--- src/rtl/radio_seq_pkg.sv ---
// Constants and types for the radio operation sequencer
package radio_seq_pkg;

    // ------------------------------------------------------------
    // Clock and interval times
    // ------------------------------------------------------------
    localparam int CLK_FREQ_MHZ = 200;
    localparam int WARMUP_US    = 144;
    localparam int CCA_US       = 134;
    localparam int ED_US        = 198;
    localparam int BYTE_US      = 32;
    localparam int WARMDOWN_US  = 10;
    localparam int WARMUP_CYC   = WARMUP_US * CLK_FREQ_MHZ;
    localparam int CCA_CYC      = CCA_US * CLK_FREQ_MHZ;
    localparam int ED_CYC       = ED_US * CLK_FREQ_MHZ;
    localparam int BYTE_CYC     = BYTE_US * CLK_FREQ_MHZ;
    localparam int WARMDOWN_CYC = WARMDOWN_US * CLK_FREQ_MHZ;

    // ------------------------------------------------------------
    // Frame layout
    // ------------------------------------------------------------
    localparam int PREAMBLE_BYTES = 4;
    localparam int SFD_BYTES      = 1;
    localparam int LEN_BYTES      = 1;
    localparam int FCS_BYTES      = 2;
    localparam int OVERHEAD_BYTES = PREAMBLE_BYTES + SFD_BYTES + LEN_BYTES + FCS_BYTES;
    localparam int MAX_PAYLOAD    = 125;
    localparam int LEN_W          = 7;
    localparam int BYTE_IDX_W     = 8;
    localparam int TIMER_W        = 16;
    localparam logic [BYTE_IDX_W-1:0] BYTE_IDX_RST = 8'h00;

    typedef enum logic [1:0] {
        OP_CCA = 2'h0,
        OP_ED  = 2'h1,
        OP_RX  = 2'h2,
        OP_TX  = 2'h3
    } op_t;

    typedef enum logic [5:0] {
        ST_IDLE     = 6'h01,
        ST_WARMUP   = 6'h02,
        ST_MEASURE  = 6'h04,
        ST_LISTEN   = 6'h08,
        ST_TRANSMIT = 6'h10,
        ST_WARMDOWN = 6'h20
    } state_t;

endpackage

--- src/rtl/seq_timer_if.sv ---
// Control link between the sequencer and its interval timer
`timescale 1ns/10ps
interface seq_timer_if #(parameter int W = 16);
    logic         load;
    logic [W-1:0] load_val;
    logic         stop;
    logic         expire;
    modport ctrl  (output load, output load_val, output stop, input expire);
    modport timer (input load, input load_val, input stop, output expire);
endinterface

--- src/rtl/interval_timer.sv ---
// Down-counting interval timer, expires N cycles after a load of N
`timescale 1ns/10ps
module interval_timer
    import radio_seq_pkg::*;
#(
    parameter int W = TIMER_W
)(
    input  wire logic i_clock,
    input  wire logic i_sys_rst,
    seq_timer_if.timer tmr
);
    logic [W-1:0] cnt_reg;
    logic [W-1:0] cnt_next;
    logic         run_reg;
    logic         run_next;

    assign tmr.expire = run_reg && (cnt_reg == '0);

    always_comb
    begin
        cnt_next = cnt_reg;
        run_next = run_reg;
        if (tmr.load)
        begin
            cnt_next = tmr.load_val - W'(1);
            run_next = 1'b1;
        end
        else if (tmr.stop || tmr.expire)
        begin
            run_next = 1'b0;
        end
        else if (run_reg)
        begin
            cnt_next = cnt_reg - W'(1);
        end
    end

    always_ff @(posedge i_clock or posedge i_sys_rst)
    begin
        if (i_sys_rst)
        begin
            cnt_reg <= '0;
            run_reg <= 1'b0;
        end
        else
        begin
            cnt_reg <= cnt_next;
            run_reg <= run_next;
        end
    end
endmodule

--- src/rtl/radio_sequence_timing_control.sv ---
// Sequencer for channel assessment, receive and transmit radio operations
// Contract
// RULE_01: Rest in idle, start and end there
// RULE_02: Support CCA, energy detect, receive, transmit
// RULE_03: Assessment starts with 144 us warm-up
// RULE_04: Measure 134 or 198 us, then idle
// RULE_05: Receive: warm-up, then open-ended listening
// RULE_06: Receive ends on frame end or abort
// RULE_07: Transmit starts with 144 us warm-up
// RULE_08: Each transmitted byte takes 32 us
// RULE_09: Frame: 4 preamble, SFD, length, payload, 2 FCS
// RULE_10: Air time is 256 us plus 32 us/byte
// RULE_11: After last FCS byte, 10 us warm-down
// RULE_12: Host starts each operation separately
// RULE_13: Host sequences assess, transmit, then receive
// RULE_14: Host controls state and low power
// RULE_15: Intervals timed by clock-derived cycle counters
`timescale 1ns/10ps
module radio_sequence_timing_control
    import radio_seq_pkg::*;
#(
    parameter int WARM_CYC = WARMUP_CYC,
    parameter int CCA_LEN  = CCA_CYC,
    parameter int ED_LEN   = ED_CYC,
    parameter int BYTE_LEN = BYTE_CYC
)(
    input  wire logic                  i_clock,
    input  wire logic                  i_sys_rst,
    input  wire logic                  i_start,
    input  wire logic [1:0]            i_op,
    input  wire logic [LEN_W-1:0]      i_tx_len,
    input  wire logic                  i_abort,
    input  wire logic                  i_rx_frame_end,
    output logic [5:0]                 o_state,
    output logic                       o_busy,
    output logic                       o_rx_on,
    output logic                       o_tx_on,
    output logic                       o_byte_tick,
    output logic [BYTE_IDX_W-1:0]      o_byte_index,
    output logic                       o_done,
    output logic                       o_aborted
);
    // ------------------------------------------------------------
    // State
    // ------------------------------------------------------------
    state_t                  state_reg,   state_next;
    op_t                     op_reg,      op_next;
    logic [BYTE_IDX_W-1:0]   total_reg,   total_next;
    logic [BYTE_IDX_W-1:0]   byte_reg,    byte_next;
    logic                    tx_abt_reg,  tx_abt_next;
    logic                    tick_next;
    logic                    done_next;
    logic                    abt_next;
    logic [LEN_W-1:0]        len_clamped;
    int                      age_reg,     age_next;

    seq_timer_if #(.W(TIMER_W)) tmr ();
    interval_timer #(.W(TIMER_W)) u_timer (
        .i_clock   (i_clock),
        .i_sys_rst (i_sys_rst),
        .tmr       (tmr.timer)
    );

    assign len_clamped = (i_tx_len > LEN_W'(MAX_PAYLOAD)) ? LEN_W'(MAX_PAYLOAD) : i_tx_len;

    // ------------------------------------------------------------
    // Next-state logic
    // ------------------------------------------------------------
    always_comb
    begin
        state_next   = state_reg;
        op_next      = op_reg;
        total_next   = total_reg;
        byte_next    = byte_reg;
        tx_abt_next  = tx_abt_reg;
        tick_next    = 1'b0;
        done_next    = 1'b0;
        abt_next     = 1'b0;
        tmr.load     = 1'b0;
        tmr.load_val = '0;
        tmr.stop     = 1'b0;
        case (state_reg)
            ST_IDLE:
            begin
                if (i_start) // [RULE_01] [RULE_12]
                begin
                    op_next      = op_t'(i_op); // [RULE_02]
                    total_next   = BYTE_IDX_W'(OVERHEAD_BYTES) + {1'b0, len_clamped}; // [RULE_09]
                    tx_abt_next  = 1'b0;
                    state_next   = ST_WARMUP;
                    tmr.load     = 1'b1;
                    tmr.load_val = TIMER_W'(WARM_CYC); // [RULE_03] [RULE_05] [RULE_07] [RULE_15]
                end
            end
            ST_WARMUP:
            begin
                if (i_abort)
                begin
                    tmr.stop   = 1'b1;
                    abt_next   = 1'b1;
                    state_next = ST_IDLE;
                end
                else if (tmr.expire)
                begin
                    case (op_reg)
                        OP_CCA:
                        begin
                            state_next   = ST_MEASURE;
                            tmr.load     = 1'b1;
                            tmr.load_val = TIMER_W'(CCA_LEN); // [RULE_04]
                        end
                        OP_ED:
                        begin
                            state_next   = ST_MEASURE;
                            tmr.load     = 1'b1;
                            tmr.load_val = TIMER_W'(ED_LEN); // [RULE_04]
                        end
                        OP_RX:
                            state_next = ST_LISTEN; // [RULE_05]
                        default:
                        begin
                            state_next   = ST_TRANSMIT;
                            byte_next    = BYTE_IDX_RST;
                            tick_next    = 1'b1;
                            tmr.load     = 1'b1;
                            tmr.load_val = TIMER_W'(BYTE_LEN); // [RULE_08]
                        end
                    endcase
                end
            end
            ST_MEASURE:
            begin
                if (i_abort)
                begin
                    tmr.stop   = 1'b1;
                    abt_next   = 1'b1;
                    state_next = ST_IDLE;
                end
                else if (tmr.expire)
                begin
                    done_next  = 1'b1;
                    state_next = ST_IDLE; // [RULE_04]
                end
            end
            ST_LISTEN:
            begin
                // Frame end wins over a simultaneous abort
                if (i_rx_frame_end) // [RULE_06]
                begin
                    done_next  = 1'b1;
                    state_next = ST_IDLE;
                end
                else if (i_abort) // [RULE_06]
                begin
                    abt_next   = 1'b1;
                    state_next = ST_IDLE;
                end
            end
            ST_TRANSMIT:
            begin
                // Abort still tapers the transmitter off
                if (i_abort)
                begin
                    abt_next     = 1'b1;
                    tx_abt_next  = 1'b1;
                    state_next   = ST_WARMDOWN;
                    tmr.load     = 1'b1;
                    tmr.load_val = TIMER_W'(WARMDOWN_CYC);
                end
                else if (tmr.expire)
                begin
                    if (byte_reg == total_reg - BYTE_IDX_W'(1)) // [RULE_10] [RULE_11]
                    begin
                        state_next   = ST_WARMDOWN;
                        tmr.load     = 1'b1;
                        tmr.load_val = TIMER_W'(WARMDOWN_CYC); // [RULE_11]
                    end
                    else
                    begin
                        byte_next    = byte_reg + BYTE_IDX_W'(1);
                        tick_next    = 1'b1;
                        tmr.load     = 1'b1;
                        tmr.load_val = TIMER_W'(BYTE_LEN); // [RULE_08]
                    end
                end
            end
            ST_WARMDOWN:
            begin
                if (tmr.expire)
                begin
                    done_next  = !tx_abt_reg;
                    state_next = ST_IDLE; // [RULE_01]
                end
            end
            default:
            begin
                tmr.stop   = 1'b1;
                state_next = ST_IDLE;
            end
        endcase
        age_next = (state_next != state_reg) ? 0 : age_reg + 1;
    end

    // ------------------------------------------------------------
    // Registers and registered outputs
    // ------------------------------------------------------------
    always_ff @(posedge i_clock or posedge i_sys_rst)
    begin
        if (i_sys_rst)
        begin
            state_reg    <= ST_IDLE;
            op_reg       <= OP_CCA;
            total_reg    <= BYTE_IDX_RST;
            byte_reg     <= BYTE_IDX_RST;
            tx_abt_reg   <= 1'b0;
            o_state      <= ST_IDLE;
            o_busy       <= 1'b0;
            o_rx_on      <= 1'b0;
            o_tx_on      <= 1'b0;
            o_byte_tick  <= 1'b0;
            o_byte_index <= BYTE_IDX_RST;
            o_done       <= 1'b0;
            o_aborted    <= 1'b0;
            age_reg      <= 0;
        end
        else
        begin
            state_reg    <= state_next;
            op_reg       <= op_next;
            total_reg    <= total_next;
            byte_reg     <= byte_next;
            tx_abt_reg   <= tx_abt_next;
            o_state      <= state_next;
            o_busy       <= (state_next != ST_IDLE);
            o_rx_on      <= (state_next == ST_MEASURE) || (state_next == ST_LISTEN);
            o_tx_on      <= (state_next == ST_TRANSMIT);
            o_byte_tick  <= tick_next;
            o_byte_index <= byte_next;
            o_done       <= done_next;
            o_aborted    <= abt_next;
            age_reg      <= age_next;
        end
    end
endmodule

--- config.mk ---
export PLATFORM = sky130hd
export DESIGN_NAME = radio_sequence_timing_control
export DESIGN_NICKNAME = d
export VERILOG_FILES = /design/src/rtl/radio_seq_pkg.sv /design/src/rtl/seq_timer_if.sv /design/src/rtl/interval_timer.sv /design/src/rtl/radio_sequence_timing_control.sv
export SDC_FILE = /design/constraint.sdc
export NUM_CORES = 1
export LEC_CHECK = 0
export BUFFER_PORTS_ARGS = -buffer_cell sky130_fd_sc_hd__buf_4
export CORE_UTILIZATION = 44
export CTS_BUF_LIST = sky130_fd_sc_hd__clkbuf_4 sky130_fd_sc_hd__clkbuf_8 sky130_fd_sc_hd__clkbuf_16
export CTS_CLUSTER_DIAMETER = 60
export DETAILED_ROUTE_END_ITERATION = 16
export PLACE_DENSITY_LB_ADDON = 0.3
export REMOVE_ABC_BUFFERS = 1
export SYNTH_ARGS = -nofsm -noshare
export SYNTH_HDL_FRONTEND = slang
export SYNTH_SLANG_ARGS = --single-unit
--- constraint.sdc ---
create_clock -name i_clock -period 8.45 [get_ports i_clock]
set_input_delay 0.845 -clock i_clock [delete_from_list [all_inputs] [get_ports i_clock]]
set_output_delay 0.845 -clock i_clock [all_outputs]
set_load 0.03 [all_outputs]
Word-level counts from Yosys, hierarchy flattened
Index checks and enable logic that the tools add are counted.
Widths: inputs -> output; s select.
Cells by class
  $add $sub $neg: 5
  multipliers: 0
  divide/modulo/power cells: 0
  order comparisons: 1
  eq/ne operators: 22
  shift operators: 0
  mux-type cells: 58
  bitwise operators: 0
  reductions and logical operators: 19
Operators with widths (number)
  $pmux 16 s3: 2
  $mux 16: 5
  $mux 6: 10
  $mux 8: 6
  $mux 13: 3
  $pmux 6 s6: 1
  $sub 16x1->16 const B: 2
  $mux 1: 21
  $logic_not 16->1: 1
  $pmux 8 s2: 1
  $mux 15: 1
  $ne 2x2->1 const B: 7
  $eq 6x3->1 const B: 2
  $eq 6x4->1 const B: 2
  $eq 6x5->1 const B: 2
  $pmux 5 s2: 1
  $add 4x7->8 const A: 1
  $add 8x1->8 const B: 1
  $eq 8x8->1: 1
  $pmux 1 s2: 4
  $reduce_bool 2->1: 4
  $sub 8x1->8 const B: 1
  $gt 7x7->1 const B: 1
  $mux 7: 1
  18 further kinds: 24
Word-level totals
  flip-flop bits (word level): 48
  latch bits: 0
  memory bits (writable): 0
  memory bits (read-only): 0
  input port bits: 14
  output and inout port bits: 20
  logic and storage cells: 118
  memories: 0

Logic depth before layout (Yosys ltp)
Gate-level depths: netlist of the first run.
  depth in word-level cells: 8
  depth in mapped cells: 15
  mapped depth without buffers: 12

Modules after synthesis
Synthesis of the first run repeated with hierarchy kept, for this count alone.
Unflattened totals
  cells, all modules: 375
  area total of the unflattened synthesis: 3394.5 µm²
By module, submodules not included
  radio_sequence_timing_control: instances 1, cells an instance 230, area each 2013.2 µm², seq. area each 777.0 µm²
  interval_timer: instances 1, cells an instance 145, area each 1381.3 µm², seq. area each 425.4 µm²

Worst setup path before layout of the first run
Ideal clock, no wire load.
  kind: register to register
  from: register state_reg[5]
  to: register u_timer.cnt_reg[10]
  setup time: 0.094 ns
  arrival: 3.259 ns
  data required time: 8.356 ns
  path slack: 5.097 ns
  stages on the path, launching flop included: 15
  path buffers: 3
  period minus slack after synthesis: 3.353 ns
  cells stage by stage: dfrtp_1 > clkbuf_1 > and3b_1 > nand2_1 > buf_2 > nand2_1 > nor2_1 > clkbuf_1 > nand2_1 > ha_1 > nor2b_1 > and4_4 > nor4b_4 > a31o_1 > a211oi_1
On the way
  cells in the longest elaborated chain, start to end: 6
  elaborated cells on any way between the ends: 17
  those cells by class: add/sub: 1; eq/ne: 7; mux: 4; reduce/logical: 5
RTL lines
  from (decl): line radio_sequence_timing_control.sv:46  | state_t state_reg, state_next;
  from (signal assigned): line radio_sequence_timing_control.sv:228  | state_reg <= state_next;
  parallel branches: the longest is 6 deep, another holds $sub 16x1->16
  to (signal assigned): line interval_timer.sv:47  | cnt_reg <= cnt_next;
  to (decl): line interval_timer.sv:12  | logic [W-1:0] cnt_reg;
Parallel ways; which one is timed is not known.
A chain may end at the register's enable or synchronous reset.

Worst setup path after layout of the first run
  from: register state_reg[1]
  to: register u_timer.cnt_reg[14]
Same word-level chain as after synthesis.

==> results of run 1 <==
## layout by cell type, fill, tap and decap left out, types with 9 or more instances in the layout
cell type,netlist,layout
nor2_1,42,42
buf_4,0,33
a211oi_1,11,11
inv_1,12,11
o21ai_0,18,18
nand2_1,41,41
dfrtp_1,47,47
nand3_1,10,10
nor3_1,11,11
a21oi_1,19,19
mux2i_1,9,9
## metal layers
metal | track usage (%) | share of wire [%] | vias up
met2 | 34.9 | 45 | 112
met4 | 7.48 | 1.8 | 0
met1 | 34.6 | 47 | 1495
met5 | 0 | 0 | -
li1 | - | - | 1453
met3 | 3.54 | 5.8 | 16
## tightest hold or removal path: stages, from the launching register on
cell     delay, ps
dfrtp_1        350
nand2_1         50
nand2_1         50
## kinds of logic after synthesis
kind of cell / count (synthesis)
flops: 48
buf+inv: 29
fa+ha+maj: 5
compound gates: 99
simple gates: 166
xor+xnor: 15
mux: 14
## worst paths after layout
path | startpoint | end | depth (start not counted)
max | state_reg[1]$_DFF_PP0_ | u_timer.cnt_reg[14]$_DFFE_PP0P_ | 11
min reg2reg | tx_abt_reg$_DFFE_PP0P_ | tx_abt_reg$_DFFE_PP0P_ | 2
min in group asynchronous | i_sys_rst | total_reg[6]$_DFFE_PP0P_ | 2
max reg2reg | state_reg[1]$_DFF_PP0_ | u_timer.cnt_reg[14]$_DFFE_PP0P_ | 11
min | tx_abt_reg$_DFFE_PP0P_ | tx_abt_reg$_DFFE_PP0P_ | 2
max in group asynchronous | i_sys_rst | state_reg[3]$_DFF_PP0_ | 2
## synth_stat cells (all sizes together) (4+ instances only)
library cell,count,area [um2]
o2111ai,7,61.3
nor2,43,164
xnor2,8,70.1
nand3,10,50.1
a31oi,4,25.0
nand3b,4,30.0
nand4,4,40.0
nor3,13,75.1
dfrtp,47,1180
mux2,5,56.3
ha,5,62.6
buf,10,52.6
xor2,7,61.3
a211oi,12,95.1
mux2i,9,90.1
a21oi,20,104
nor4b,5,73.8
clkbuf,7,26.3
and3,6,37.5
nand2,41,154
inv,12,45.0
or4,5,48.8
o21ai,20,108
nor4,8,65.1
## final cells by class
type	count	area, um2	area share, %
clock buffer	7	90.1	2.44
clock inverter	1	7.51	0.203
sequential	48	1200	32.5
multi-input combinational	299	1980	53.6
inverter	12	45.0	1.22
timing repair buffer	33	248	6.70
tap	99	124	3.35
## power groups by stage
stage	Combinational, mW	Sequential (mW)	Clock [mW]
after floorplan	0.282	0.361	0
after global placement	0.380	0.366	0
after detailed placement	0.390	0.369	0
after CTS	0.391	0.365	0.152
after global routing	0.438	0.377	0.160
final	0.393	0.366	0.147
## through the flow
step	instance area (um2)	hold slack [ps]
after floorplan	3230	448
after CTS	3700	488
after global placement	3600	471
after detailed placement	3600	466
after global routing	3700	510
final	3700	488
==> reports/metrics.csv, run 1 <==
stage,metric,value,unit
place,gp_congestion,0.927,
routing,via_per_inst,6.16,
timing,skew,5.67,ps
setup_path,cp-end-kind,flip-flop,
routing,detail_route.wl_per_cell,17.3,um
clocking,cts_inserted_buffers,5,
cells_and_area,layout.nets,418,
synthesis,synthArstFlopShare,100,%
cells_and_area,final_cells,499,
synthesis,yosys-mux-area-fraction,4.43,%
global_routing,antenna_found_initial,0,
floorplan,die_area,0.00787,mm2
floorplan,core-area,0.00725,mm2
routing,drc,0,
synthesis,synth_cell_types,70,
timing,worst_slew_pin_slew,1050,ps
global_routing,overflow,0,
cells_and_area,largest_register_ff_count,16,
setup_path,crit_type,reg -> reg,
floorplan,rows,31,
place,io_buffers,33,
floorplan,boundaryPins,34,
timing,setup_violations,0,
synthesis,synth_cells,376,
synthesis,synth_edf_count,0,
clocking,clk_path_buf_depth,2,
place,dp.cells,491,
routing,antenna_left,0,
global_routing,grt_max_degree,49,
synthesis,yosysWarnings,0,
run,maxCapViolCount,0,
cells_and_area,n_antenna_cell,0,
place,hpwlAfterDp,6300,um
setup_path,cpLargestDelayFamily,simple AND/OR/NAND/NOR gates,
pwr,p_int,0.514,mW
timing,layout_setup_ws,4530,ps
clocking,clock_latency,300,ps
synthesis,synth-simple-area-share,28.7,%
clocking,cts_tree,done,
global_routing,grt_pass1_wl,14200,um
setup_path,path_buf_inv,0,
global_routing,grt_pass1_vias,2848,
setup_path,cp_data_required_time,8660,ps
timing,period_share,46.4,%
pwr,p_comb_share,43.4,%
synthesis,ys_seq_area_share,36.4,%
pwr,switching_share,43.3,%
synthesis,ys_seq_elements,48,
setup_path,crit_fanout,18,
routing,first_pass_iters,5,
hold_path,min_path_type,reg -> reg,
synthesis,synth_compound_area_share,20.9,%
pwr,finalPower,0.907,mW
floorplan,initial_utilization,45.6,%
timing,fmax,0.255,GHz
pwr,ir_drop,0.0999,mV
clocking,ctsHoldBuffers,0,
clocking,cts_setup_buffers,0,
synthesis,synth_top_family_by_area,simple AND/OR/NAND/NOR gates,
timing,slew_viol_final,0,
pwr,p_leak,1.57,nW
global_routing,grt.total_usage,23.4,%
setup_path,rrSetupSlack,4530,ps
clocking,htree_num_levels,2,
synthesis,syn-cell-area,0.00331,mm2
synthesis,ys.flop_type,dfrtp_1,
cells_and_area,fin_util,51.0,%
pwr,sequentialPowerShare,40.4,%
place,pre_cts_slack,4390,ps
synthesis,avgSynthCellArea,8.80,um2
cells_and_area,syn_to_final_growth,11.8,%
pwr,p_switching,0.392,mW
timing,tns,0,ps
timing,fin_crit,3920,ps
pwr,powerDensity,245,mW/mm2
setup_path,cp-start-kind,flip-flop,
timing,rsz0062_at_grt,no,
setup_path,arrival,4120,ps
floorplan,die_w,88.7,um
clocking,cts-root-buf,clkbuf_8,
cells_and_area,fill_cells,704,
setup_path,crit_path_max_incr_delay,590,ps
setup_path,worstPathCellList,nor4_4 -> nand3b_1 -> a211oi_2 -> nor2_1 -> nand2_1 -> ha_1 -> nor2b_1 -> and4_4 -> a311o_1 -> o221ai_1 -> a211oi_1,
routing,dr.first_iter.drc_count,332,
routing,vias,3076,
synthesis,yosys.area_share.adder,1.89,%
setup_path,critPathSlowestCell,a211oi_2,
timing,hold_violations,0,
clocking,post_cts_resized,0,
clocking,path_clk_slew,90,ps
status,status,"complete, no violations",
routing,wl,8650,um
pwr,clkPwrFrac,16.2,%
floorplan,die_h,88.7,um
cells_and_area,drive_gt1_share,16.8,%
clocking,clock-sinks,48,
synthesis,synth-xor-area-share,3.97,%
timing,slew_headroom,29.9,%
No activity file was read; power rests on OpenSTA's default activity.
==> run 2, diff against run 1 <==
==> constraint.sdc (replaced) <==
create_clock -name i_clock -period 3.15 [get_ports i_clock]
set_input_delay 0.315 -clock i_clock [delete_from_list [all_inputs] [get_ports i_clock]]
set_output_delay 0.315 -clock i_clock [all_outputs]
set_load 0.03 [all_outputs]
==> run 2 against run 1 <==
  * Sequential cell count stayed put
  * Fmax is 34% higher
  * Combinational power grew to 2.8 times the previous value
  * Wire length is 2.4% higher
  * Total power grew to 2.8 times the previous value
  * Critical path type unchanged
==> reports/metrics.csv, run 2 (synthesis results as in run 1) <==
stage,metric,value,unit
routing,vias,3146,
timing,period_share,93.1,%
timing,tns,0,ps
clocking,htree_num_levels,2,
cells_and_area,final_common_cell,buf_4,
setup_path,critPathSlowestCell,dfrtp_1,
routing,first_pass_iters,6,
setup_path,crit_path_max_incr_delay,480,ps
clocking,path_clk_slew,110,ps
pwr,powerDensity,666,mW/mm2
timing,fin_crit,2930,ps
timing,setup_violations,0,
pwr,finalPower,2.55,mW
floorplan,die_w,88.7,um
cells_and_area,syn_to_final_growth,16.0,%
routing,antenna_left,0,
timing,skew,16.5,ps
setup_path,worstPathCellList,nor4_4 -> nand3b_1 -> buf_4 -> o311a_1 -> nor4b_1 -> or4b_1 -> a31o_1 -> a41o_1,
cells_and_area,n_antenna_cell,0,
clocking,cts_tree,done,
clocking,clk_path_buf_depth,2,
timing,slew_viol_final,0,
floorplan,core-area,0.00725,mm2
setup_path,cp-end-kind,flip-flop,
routing,via_per_inst,6.11,
clocking,ctsHoldBuffers,0,
clocking,cts_inserted_buffers,5,
cells_and_area,final_cells,515,
place,dp.cells,507,
routing,drc,0,
pwr,p_leak,1.65,nW
floorplan,die_area,0.00787,mm2
place,gp_congestion,0.941,
routing,dr.first_iter.drc_count,226,
timing,hold_violations,0,
cells_and_area,drive_gt1_share,20.0,%
run,maxCapViolCount,0,
cells_and_area,largest_register_ff_count,16,
setup_path,crit_fanout,14,
pwr,ir_drop,0.255,mV
global_routing,grt.total_usage,23.6,%
setup_path,cp-start-kind,flip-flop,
floorplan,die_h,88.7,um
timing,rsz0062_at_grt,no,
place,io_buffers,33,
setup_path,cpLargestDelayFamily,simple AND/OR/NAND/NOR gates,
setup_path,crit_type,reg -> reg,
place,hpwlAfterDp,6640,um
clocking,clock_latency,320,ps
setup_path,path_buf_inv,1,
cells_and_area,final_cell_mix,"buf_4 (49), dfrtp_1 (47), nor2_1 (42)",
clocking,cts-root-buf,clkbuf_8,
global_routing,grt_max_degree,49,
setup_path,cp_data_required_time,3350,ps
floorplan,boundaryPins,34,
status,status,"complete, no violations",
floorplan,rows,31,
clocking,cts_setup_buffers,0,
timing,fmax,0.341,GHz
cells_and_area,layout.nets,434,
hold_path,min_path_type,in -> reg,
floorplan,initial_utilization,45.6,%
clocking,post_cts_resized,0,
clocking,clock-sinks,48,
global_routing,grt_pass1_vias,2806,
global_routing,antenna_found_initial,0,
global_routing,overflow,0,
routing,wl,8860,um
setup_path,arrival,3130,ps
global_routing,grt_pass1_wl,14200,um
timing,worst_slew_pin_slew,1010,ps
routing,detail_route.wl_per_cell,17.2,um
timing,slew_headroom,32.6,%
==> run 2: cell types whose count changed in the layout (fill, tap and decap cells not counted) <==
| cell | previous run | this run |
|---|---|---|
| bufinv_16 | 0 | 1 |
| clkbuf_8 | 6 | 5 |
| inv_6 | 0 | 1 |
| clkbuf_4 | 1 | 0 |
| buf_4 | 33 | 49 |
==> run 2: metal layers <==
metal	track usage [%]	wire length [um]	vias to the layer above
met5	0	0	-
met4	6.45	87	0
met1	34.3	4100	1520
met2	36.4	4100	126
li1	-	-	1489
met3	3.54	573	11
==> run 2: power by group <==
part           total, mW  switching [mW]  leakage, nW  internal, mW
Clock              0.471           0.231       0.0548         0.240
Combinational       1.12           0.649        0.994         0.466
Sequential         0.968           0.195        0.604         0.773
Total               2.55            1.08         1.65          1.48
==> run 2: layout make-up <==
class | instances | area, um2
clock buffers | 5 | 68.8
inverters | 12 | 45.0
well taps | 99 | 124
fillers | 699 | 3420
multi-input cells | 299 | 1980
repair buffers | 49 | 368
clock inverters | 3 | 46.3
flip-flops and latches | 48 | 1200
==> run 2: final timing paths <==
kind / startpoint / endpoint / slack, ps / cells after the start
worst max-delay path: state_reg[1]$_DFF_PP0_ / u_timer.cnt_reg[13]$_DFFE_PP0P_ / 220 / 8
worst min-delay path: i_tx_len[3] / total_reg[3]$_DFFE_PP0P_ / 200 / 2
worst max register to register: state_reg[1]$_DFF_PP0_ / u_timer.cnt_reg[13]$_DFFE_PP0P_ / 220 / 8
worst min register to register: tx_abt_reg$_DFFE_PP0P_ / tx_abt_reg$_DFFE_PP0P_ / 510 / 2
min in group asynchronous: i_sys_rst / total_reg[6]$_DFFE_PP0P_ / 240 / 2
max in group asynchronous: i_sys_rst / state_reg[5]$_DFF_PP0_ / 2280 / 2
==> run 2: through the flow <==
step	util, %	hold WS (ps)	setup WS [ps]	area, um2
floorplan	-	412	-167	3230
global placement	51.3	464	204	3720
detailed placement	51.3	478	299	3720
CTS	52.9	201	277	3830
global route	52.9	197	58.7	3830
finish	52.9	199	217	3830
